<file path="src/verilog/reset_entry_pkg.sv">
/*
 * constants, types and the status register layout for the reset and
 * exception entry unit.
 * assumes one 20 MHz core clock and a plain register port.
 */
package reset_entry_pkg;

    // ------------------------------------------------------------------
    // register offsets
    // ------------------------------------------------------------------
    localparam logic [7:0] off_status = 8'h00;
    localparam logic [7:0] off_base   = 8'h04;
    localparam logic [7:0] off_event  = 8'h08;

    // ------------------------------------------------------------------
    // status register fields
    // ------------------------------------------------------------------
    localparam int mode_pos    = 30;
    localparam int bank_pos    = 29;
    localparam int block_pos   = 28;
    localparam int fpu_off_pos = 15;
    localparam int mask_lo     = 4;
    localparam int mask_hi     = 7;
    localparam logic [31:0] status_writable = 32'h7000_80f0;
    localparam logic [31:0] status_init     = 32'h7000_00f0;
    localparam logic [31:0] entry_set_bits  = 32'h7000_0000;

    // ------------------------------------------------------------------
    // vectors
    // ------------------------------------------------------------------
    localparam logic [31:0] reset_vector = 32'ha000_0000;
    localparam logic [31:0] base_init    = 32'h0000_0000;

    // ------------------------------------------------------------------
    // entry causes and the branch carrier
    // ------------------------------------------------------------------
    localparam logic [1:0] cause_reset     = 2'h0;
    localparam logic [1:0] cause_exception = 2'h1;
    localparam logic [1:0] cause_interrupt = 2'h2;
    localparam logic [1:0] cause_blocked   = 2'h3;

    typedef struct packed {
        logic        valid;
        logic [1:0]  cause;
        logic [31:0] target;
    } branch_t;

    typedef enum logic [1:0] {
        st_run,
        st_power_on,
        st_manual
    } reset_state_t;

endpackage
</file>
<file path="src/verilog/cpu_reset_exception_entry.sv">
/*
 * reset and exception entry: reset pin filtering, status and vector
 * base registers, vector selection and exception blocking.
 * assumes reset pins are asynchronous and active low, and that the
 * pipeline presents one request per cycle and takes branch on valid.
 */
// Strobed register access and the register offsets are this design's own decisions.
// Summary of operation
// - reset sets mode, bank, block bits, clears fpu disable, mask ones
// - every reset branches to a fixed, unwritable reset vector
// - exception and interrupt target is vector base plus event offset
// - block bit clear: exceptions are accepted, interrupts only above the mask level
// - block bit set: non user break exception forces manual reset
// - reset initialisation loads vector base with zero
// - power-on pin low, manual pin high enters power-on reset
module cpu_reset_exception_entry (
    // clock and reset
    input  wire logic                           clk,
    input  wire logic                           rst,
    // reset pins, active low, asynchronous
    input  wire logic                           power_on_reset_n,
    input  wire logic                           manual_reset_input_n,
    // register port
    input  wire logic [7:0]                     addr,
    input  wire logic [31:0]                    wdata,
    input  wire logic                           wr,
    input  wire logic                           rd,
    output logic      [31:0]                    rdata,
    // pipeline requests
    input  wire logic                           exc_req,
    input  wire logic                           exc_user_break,
    input  wire logic [31:0]                    exc_offset,
    input  wire logic                           int_req,
    input  wire logic [3:0]                     int_level,
    input  wire logic [31:0]                    int_offset,
    // pipeline and module controls
    output reset_entry_pkg::branch_t            branch,
    output logic                                core_reset,
    output logic                                module_reset
);

    // ------------------------------------------------------------------
    // pin filtering
    // ------------------------------------------------------------------
    logic [2:0] por_sync;
    logic [2:0] mres_sync;
    logic       por_f;
    logic       mres_f;

    // three stages; a change counts once the last two agree
    always_ff @(posedge clk) begin
        if (rst) begin
            por_sync  <= 3'h7;
            mres_sync <= 3'h7;
            por_f     <= 1'b1;
            mres_f    <= 1'b1;
        end else begin
            por_sync  <= {por_sync[1:0], power_on_reset_n};
            mres_sync <= {mres_sync[1:0], manual_reset_input_n};
            if (por_sync[1] == por_sync[2]) begin
                por_f <= por_sync[2];
            end
            if (mres_sync[1] == mres_sync[2]) begin
                mres_f <= mres_sync[2];
            end
        end
    end

    // ------------------------------------------------------------------
    // reset state machine
    // ------------------------------------------------------------------
    reset_entry_pkg::reset_state_t state;
    reset_entry_pkg::reset_state_t next_state;
    logic                          in_reset;
    logic                          release_reset;

    // both pins low counts as power-on, the stronger reset
    always_comb begin
        next_state = state;
        if (!por_f) begin
            next_state = reset_entry_pkg::st_power_on;
        end else if (!mres_f) begin
            next_state = reset_entry_pkg::st_manual;
        end else begin
            next_state = reset_entry_pkg::st_run;
        end
    end

    always_ff @(posedge clk) begin
        if (rst) begin
            state <= reset_entry_pkg::st_power_on;
        end else begin
            state <= next_state;
        end
    end

    assign in_reset      = (state != reset_entry_pkg::st_run);
    assign release_reset = in_reset && (next_state == reset_entry_pkg::st_run);
    assign core_reset    = in_reset;

    // ------------------------------------------------------------------
    // request decisions
    // ------------------------------------------------------------------
    logic [31:0] cpu_status_register;
    logic [31:0] vector_base_register;
    logic        exception_block_bit;
    logic        exc_take;
    logic        exc_blocked;
    logic        int_take;
    logic        reinit;

    assign exception_block_bit =
        cpu_status_register[reset_entry_pkg::block_pos];
    // requests during reset are dropped: the pipeline is held anyway
    assign exc_take    = !in_reset && exc_req && !exception_block_bit;
    assign exc_blocked = !in_reset && exc_req && exception_block_bit
                         && !exc_user_break;
    // a general exception outranks a simultaneous interrupt
    assign int_take    = !in_reset && int_req && !exc_req
                         && !exception_block_bit
                         && (int_level > cpu_status_register[
                             reset_entry_pkg::mask_hi:
                             reset_entry_pkg::mask_lo]);
    assign reinit      = in_reset || exc_blocked;

    // ------------------------------------------------------------------
    // status and vector base registers
    // ------------------------------------------------------------------
    // hardware initialisation wins over a software write in that cycle
    always_ff @(posedge clk) begin
        if (rst || reinit) begin
            cpu_status_register <= reset_entry_pkg::status_init;
        end else if (exc_take || int_take) begin
            cpu_status_register <= cpu_status_register
                                   | reset_entry_pkg::entry_set_bits;
        end else if (wr && addr == reset_entry_pkg::off_status) begin
            cpu_status_register <= wdata
                                   & reset_entry_pkg::status_writable;
        end
    end

    always_ff @(posedge clk) begin
        if (rst || reinit) begin
            vector_base_register <= reset_entry_pkg::base_init;
        end else if (wr && addr == reset_entry_pkg::off_base) begin
            vector_base_register <= wdata;
        end
    end

    // ------------------------------------------------------------------
    // branch generation
    // ------------------------------------------------------------------
    logic [1:0] last_cause;

    // reset vector is a constant, no write path reaches it
    always_ff @(posedge clk) begin
        if (rst) begin
            branch <= '0;
        end else if (release_reset || exc_blocked) begin
            branch.valid  <= 1'b1;
            branch.cause  <= release_reset ? reset_entry_pkg::cause_reset
                                           : reset_entry_pkg::cause_blocked;
            branch.target <= reset_entry_pkg::reset_vector;
        end else if (exc_take) begin
            branch.valid  <= 1'b1;
            branch.cause  <= reset_entry_pkg::cause_exception;
            branch.target <= vector_base_register + exc_offset;
        end else if (int_take) begin
            branch.valid  <= 1'b1;
            branch.cause  <= reset_entry_pkg::cause_interrupt;
            branch.target <= vector_base_register + int_offset;
        end else begin
            branch.valid  <= 1'b0;
        end
    end

    // one-cycle manual reset to the other modules on a blocked exception
    always_ff @(posedge clk) begin
        if (rst) begin
            module_reset <= 1'b0;
        end else begin
            module_reset <= exc_blocked;
        end
    end

    always_ff @(posedge clk) begin
        if (rst) begin
            last_cause <= reset_entry_pkg::cause_reset;
        end else if (release_reset || exc_blocked) begin
            last_cause <= release_reset ? reset_entry_pkg::cause_reset
                                        : reset_entry_pkg::cause_blocked;
        end else if (exc_take) begin
            last_cause <= reset_entry_pkg::cause_exception;
        end else if (int_take) begin
            last_cause <= reset_entry_pkg::cause_interrupt;
        end
    end

    // ------------------------------------------------------------------
    // register read port
    // ------------------------------------------------------------------
    // data only in the cycle after the strobe, zero otherwise
    always_ff @(posedge clk) begin
        if (rst || !rd) begin
            rdata <= '0;
        end else begin
            unique case (addr)
                reset_entry_pkg::off_status: rdata <= cpu_status_register;
                reset_entry_pkg::off_base:   rdata <= vector_base_register;
                reset_entry_pkg::off_event:  rdata <= {28'h0000000,
                                                       state, last_cause};
                default:                     rdata <= '0;
            endcase
        end
    end

    // ------------------------------------------------------------------
    // checks
    // ------------------------------------------------------------------
    property p_status_init;
        @(posedge clk) disable iff (rst)
        in_reset |=> cpu_status_register == reset_entry_pkg::status_init;
    endproperty
    a_status_init: assert property (p_status_init)
        else $error("status not initialised during reset");

    property p_reset_vector;
        @(posedge clk) disable iff (rst)
        release_reset |=> branch.valid
            && branch.target == reset_entry_pkg::reset_vector;
    endproperty
    a_reset_vector: assert property (p_reset_vector)
        else $error("reset release did not branch to reset vector");

    property p_exc_target;
        @(posedge clk) disable iff (rst)
        exc_take |=> branch.valid && branch.target ==
            $past(vector_base_register) + $past(exc_offset);
    endproperty
    a_exc_target: assert property (p_exc_target)
        else $error("exception target is not base plus offset");

    property p_int_blocked;
        @(posedge clk) disable iff (rst)
        (int_req && !exc_req && exception_block_bit && !in_reset)
            |=> !branch.valid;
    endproperty
    a_int_blocked: assert property (p_int_blocked)
        else $error("interrupt taken while blocked");

    property p_blocked_reset;
        @(posedge clk) disable iff (rst)
        exc_blocked |=> module_reset && branch.cause ==
            reset_entry_pkg::cause_blocked
            ##1 (!module_reset || $past(exc_blocked));
    endproperty
    a_blocked_reset: assert property (p_blocked_reset)
        else $error("blocked exception did not force manual reset");

    property p_base_init;
        @(posedge clk) disable iff (rst)
        reinit |=> vector_base_register == reset_entry_pkg::base_init;
    endproperty
    a_base_init: assert property (p_base_init)
        else $error("vector base not cleared by initialisation");

    property p_power_on;
        @(posedge clk) disable iff (rst)
        (!por_f && mres_f) |=> state == reset_entry_pkg::st_power_on;
    endproperty
    a_power_on: assert property (p_power_on)
        else $error("power-on reset state not entered");

    property p_manual;
        @(posedge clk) disable iff (rst)
        (por_f && !mres_f) |=> state == reset_entry_pkg::st_manual
            && core_reset;
    endproperty
    a_manual: assert property (p_manual)
        else $error("manual reset state not entered");

endmodule

</file>
<file path="config.mk">
export PLATFORM = sky130hd
export DESIGN_NAME = cpu_reset_exception_entry
export DESIGN_NICKNAME = d
export VERILOG_FILES = /design/src/verilog/reset_entry_pkg.sv /design/src/verilog/cpu_reset_exception_entry.sv
export SDC_FILE = /design/constraint.sdc
export NUM_CORES = 1
export LEC_CHECK = 0
export BUFFER_PORTS_ARGS = -buffer_cell sky130_fd_sc_hd__buf_2
export CAP_MARGIN = 30
export CORE_MARGIN = 2
export CORE_UTILIZATION = 30
export CTS_CLUSTER_SIZE = 20
export DETAILED_ROUTE_END_ITERATION = 12
export GPL_ROUTABILITY_DRIVEN = 0
export GPL_TIMING_DRIVEN = 1
export SETUP_SLACK_MARGIN = 0.1
export SYNTH_ARGS = -nofsm -noshare
export SYNTH_HDL_FRONTEND = slang
export SYNTH_SLANG_ARGS = --single-unit
</file>
<file path="constraint.sdc">
create_clock -name clk -period 7.1 [get_ports clk]
set_input_delay 2.13 -clock clk [delete_from_list [all_inputs] [get_ports clk]]
set_output_delay 2.13 -clock clk [all_outputs]
set_load 0.03 [all_outputs]
</file>
## After elaboration in Yosys (flattened, before gate mapping)

Cells that the tools add are included.

- Bitwise operators: 1
- $add $sub $neg: 2
- Reduce and logical (&&, ||, !) cells: 29
- Magnitude comparators: 1
- Multiplexer cells: 11
- Equal/unequal tests: 4

Operators with widths:

| cell | count |
|---|---|
| 32-bit case mux with 3 select lines | 1 |
| 35-bit 2-to-1 mux | 2 |
| 32-bit adder | 2 |
| 34-bit 2-to-1 mux | 1 |
| 2-bit 2-to-1 mux | 6 |
| 1-bit logical AND | 11 |
| 8-bit by 3-bit == test with 1-bit output, second input constant | 1 |
| 8-bit by 4-bit == test with 1-bit output, second input constant | 1 |
| 8-bit logical NOT | 1 |
| 1-bit logical NOT | 5 |
| 1-bit logical OR | 5 |
| 4-bit greater-than comparator | 1 |
| 2-bit nonzero test | 2 |
| 2-bit OR reduction | 2 |
| 3-bit nonzero test | 1 |
| 1-bit == test | 2 |
| 2-bit logical NOT | 1 |
| 2-bit AND reduction | 1 |
| 1-bit 2-to-1 mux | 1 |
| 1-bit inverter | 1 |

- Bits of input ports: 117
- Output and inout port bits: 69
- Logic and storage cells: 63
- Flip-flop bits (word level): 120

## Depth between registers and ports, before layout

- Depth in word-level cells: 9
- Gate-level depth with buffers: 16
- Depth with buffers taken out: 13

## Worst setup path after synthesis

OpenSTA, ideal clock, no wires.

- Path kind: input -> register
- From: input exc_req
- To: register branch[30] in the netlist's numbering
- Data required time: 7.038 ns
- Arrival: 4.895 ns
- Slack: 2.143 ns
- Path buffers: 2
- Library setup time: 0.062 ns
- Cell stages on the path: 12
- Cells stage by stage: nor3b_2 buf_4 clkbuf_1 mux2_2 ha_1 nand2_2 nor3_1 o31ai_1 a2111oi_2 a221oi_1 or4_1 nand3_1

- Cells in the longest elaborated chain, start to end: 5
- Elaborated cells between the ends (all ways): 12
- Classes of those cells: mux (1); reduce/logical (11)

Ends and longest elaborated chain:

| what | line | source |
|---|---|---|
| start: declaration | cpu_reset_exception_entry.sv:30 | `input wire logic exc_req,` |
| 1-bit logical NOT or 1-bit logical AND (tied branches) | cpu_reset_exception_entry.sv:119, cpu_reset_exception_entry.sv:115, cpu_reset_exception_entry.sv:116 |  |
| 1-bit logical AND (on tied branches) | cpu_reset_exception_entry.sv:119, cpu_reset_exception_entry.sv:116 |  |
| 1-bit logical AND (on tied branches) | cpu_reset_exception_entry.sv:120, cpu_reset_exception_entry.sv:117 |  |
| 1-bit logical AND or 1-bit logical OR (tied branches) | cpu_reset_exception_entry.sv:121, cpu_reset_exception_entry.sv:159 |  |
| 2-bit nonzero test (no source line) or 2-bit OR reduction (tied branches) | -- |  |
| end: declaration | cpu_reset_exception_entry.sv:37 | `output reset_entry_pkg::branch_t branch,` |

Parallel ways exist; a longest one is shown, timed or not.
A chain may end at the register's enable or synchronous reset.

## Worst setup path after layout

Same ends and word-level chain as after synthesis.

==> reports/results.ini <==
[outcome]
outcome = completed

[clocking]
post_cts_buffers = 0
cts_root_buf = clkbuf_16
clk_latency_ps = 430
cts_tree = built
clk_pin_slew_ps = 60
postCtsHoldBufs = 0
cts_buffer_depth = 2
cts_inserted_buffers = 17
cts_resized = 0
clkSinkCount = 118
htreeDepth = 4

[pwr]
leakage_nw = 3.51
p_per_area_nw_per_um2 = 210
ir_worst_vdd_mv = 0.134

[placement]
placed_area_um2 = 7370
dp_cells = 1163
portBuffers = 185
dpl.hpwl_mm = 14.9

[grt]
grt_pass1_wl_mm = 30.7
antenna_found_initial = 0
track_usage_pct = 18.2
grt_pass1_vias = 5623
grt_max_degree = 34
grt_overflow_total = 0

[worst_setup_path]
r2r_cells = 12
endpoint_kind = flop
crit_chain = buf_2, nor3b_4, buf_8, mux2_2, ha_1, a21oi_1, a21boi_1, o31ai_1, a2111oi_2, a221oi_1, or4_1, nand3_1
crit_type = in2reg
rrSetupSlack_ps = 3220
worst_r2r_endpoint = branch[30]$_SDFFE_PP0P_
cp_max_fo = 14
worstPathArrival_ps = 5260
critPathMaxStageDelay_ps = 510
r2r_start = state[0]$_SDFF_PP1_
setup.worst_path.start_class = primary input
slowest_stage = o31ai_1
cp.required_ps = 7400

[routing]
wl_per_cell_um = 16.5
drc = 0
first_iter_violations = 439
vias = 5867
drt-vias-per-instance = 4.91
first_pass_iters = 6
ant_nets = 0
finalWirelength_mm = 19.7

[min_path]
hold_path.class = reg2reg
hp-start = mres_sync[0]$_SDFF_PP1_
hold_end = mres_sync[1]$_SDFF_PP1_
holdPathStages = 1

[synthesis]
ys_seq_area_share_pct = 38.1
synth_area_leaders = dfxtp_1, nand2_1, ha_1
synth_area_um2 = 6200
synthArstFlopShare_pct = 0
synth_common_cells = nand2_1, dfxtp_1, a21oi_1
synth-edff-count = 0
syn_avg_cell_area_um2 = 8.39
syn-num-nets = 894
ys.flop_type = dfxtp_1
synthCells = 739
synth_top_area_share_pct = 38.1
synth_area_leader_cell = dfxtp_1
synth_most_common_cell = nand2_1
synth.distinct_cells = 65
ys_ff_latch = 118
ys.warnings.count = 0

[sta]
setup_violations = 0
drv_slew = 0
fin_setup_tns_ps = 0
rsz0062_at_grt = no
hold_viol = 0
worstMarginPinSlew_ps = 991
slew_headroom_pct = 33.5
fmax_mhz = 202
min_period_ps = 4960
min_period_over_period_pct = 69.8
fin_skew_ps = 13.4

[finish]
final_cell_area_um2 = 7980
num_antenna_cells = 0
stdcell_count = 1195
area_delta_synth_final_pct = 28.7
drive_above_1_share_pct = 29.7
final_util_pct = 39.4
nNetsFinal = 1067

[floorplanning]
num_io_pins = 186
die_w_um = 148
rows = 52
die_area_um2 = 21800
core-area_um2 = 20200
chipHeight_um = 148
start_util_pct = 30.6

[run]
max_cap_violations = 0

## report_power, final
group          switching (mW)  internal [mW]
sequential            0.00172          0.666
combinational          0.0639         0.0518
clock                   0.337          0.553
## cells in the final DEF (no fill, tap or decap), types with 17 or more instances in the layout
cell	n
nand3_1	26
mux2_2	31
a21oi_1	77
nand2_1	128
clkbuf_16	17
buf_2	185
o21ai_0	20
dfxtp_1	118
and2_1	24
nor2_1	35
ha_1	37
## area by class of cell
type	instances	area [µm²]
inverters	14	52.6
clock buffers	17	425
clock inverters	15	176
fillers	2115	12300
well taps	270	338
repair buffers	195	1010
multi-input cells	566	3610
flip-flops and latches	118	2360
## through the flow
| stage | hold WS, ps | total power, mW | setup slack [ps] |
|---|---|---|---|
| after floorplan | 389 | 0.745 | 2140 |
| after global placement | 398 | 0.797 | 1370 |
| after detailed placement | 395 | 0.797 | 1730 |
| after CTS | 409 | 1.69 | 2180 |
| after global routing | 425 | 1.73 | 1870 |
| final | 409 | 1.67 | 2140 |
## worst max-delay path, delay by kind of cell
kind	cells	cell delay (ps)
buffers and inverters	2	310
adder cells (fa/ha/maj)	1	370
multiplexers	1	360
AO/OA/AOI/OAI	5	1530
AND/OR/NAND/NOR	3	540
## how the worst max path moves through the flow
stage,startpoint,depth (start not counted),to
after floorplan,exc_req,12,branch[30]$_SDFFE_PP0P_
after global placement,exc_req,12,branch[30]$_SDFFE_PP0P_
after detailed placement,exc_req,13,branch[31]$_SDFFE_PP0P_
after CTS,exc_req,13,branch[31]$_SDFFE_PP0P_
after global routing,exc_req,13,branch[31]$_SDFFE_PP0P_
final,exc_req,12,branch[30]$_SDFFE_PP0P_
## state kept, by name, summed over array words and instances (netlist names)
register / flops
branch: 35
rdata: 32
vector_base_register: 32
cpu_status_register: 8
mres_sync: 3
por_sync: 3
state: 2
module_reset: 1
mres_f: 1
por_f: 1
## per-layer routing
metal / GRT usage (%) / part of all wire, % / up-vias
li1: - / - / 2974
met1: 23.7 / 46 / 2686
met2: 29.4 / 46 / 186
met3: 5.46 / 6.7 / 21
met4: 4.81 / 1.2 / 0
met5: 0 / 0 / -
## kinds of logic (layout without fill, tap and decap cells)
| family | count (synthesis) | in the layout | share of synthesized area [%] |
|---|---|---|---|
| and+or+nand+nor | 288 | 288 | 22.3 |
| AOI/OAI and AO/OA | 185 | 185 | 19.0 |
| DFF | 118 | 118 | 38.1 |
| buffers and inverters | 55 | 241 | 3.71 |
| adders and majority gates | 38 | 38 | 7.79 |
| muxes | 36 | 36 | 6.44 |
| xor gates and xnor gates | 19 | 19 | 2.69 |
Power figures use the tool's default switching activity.
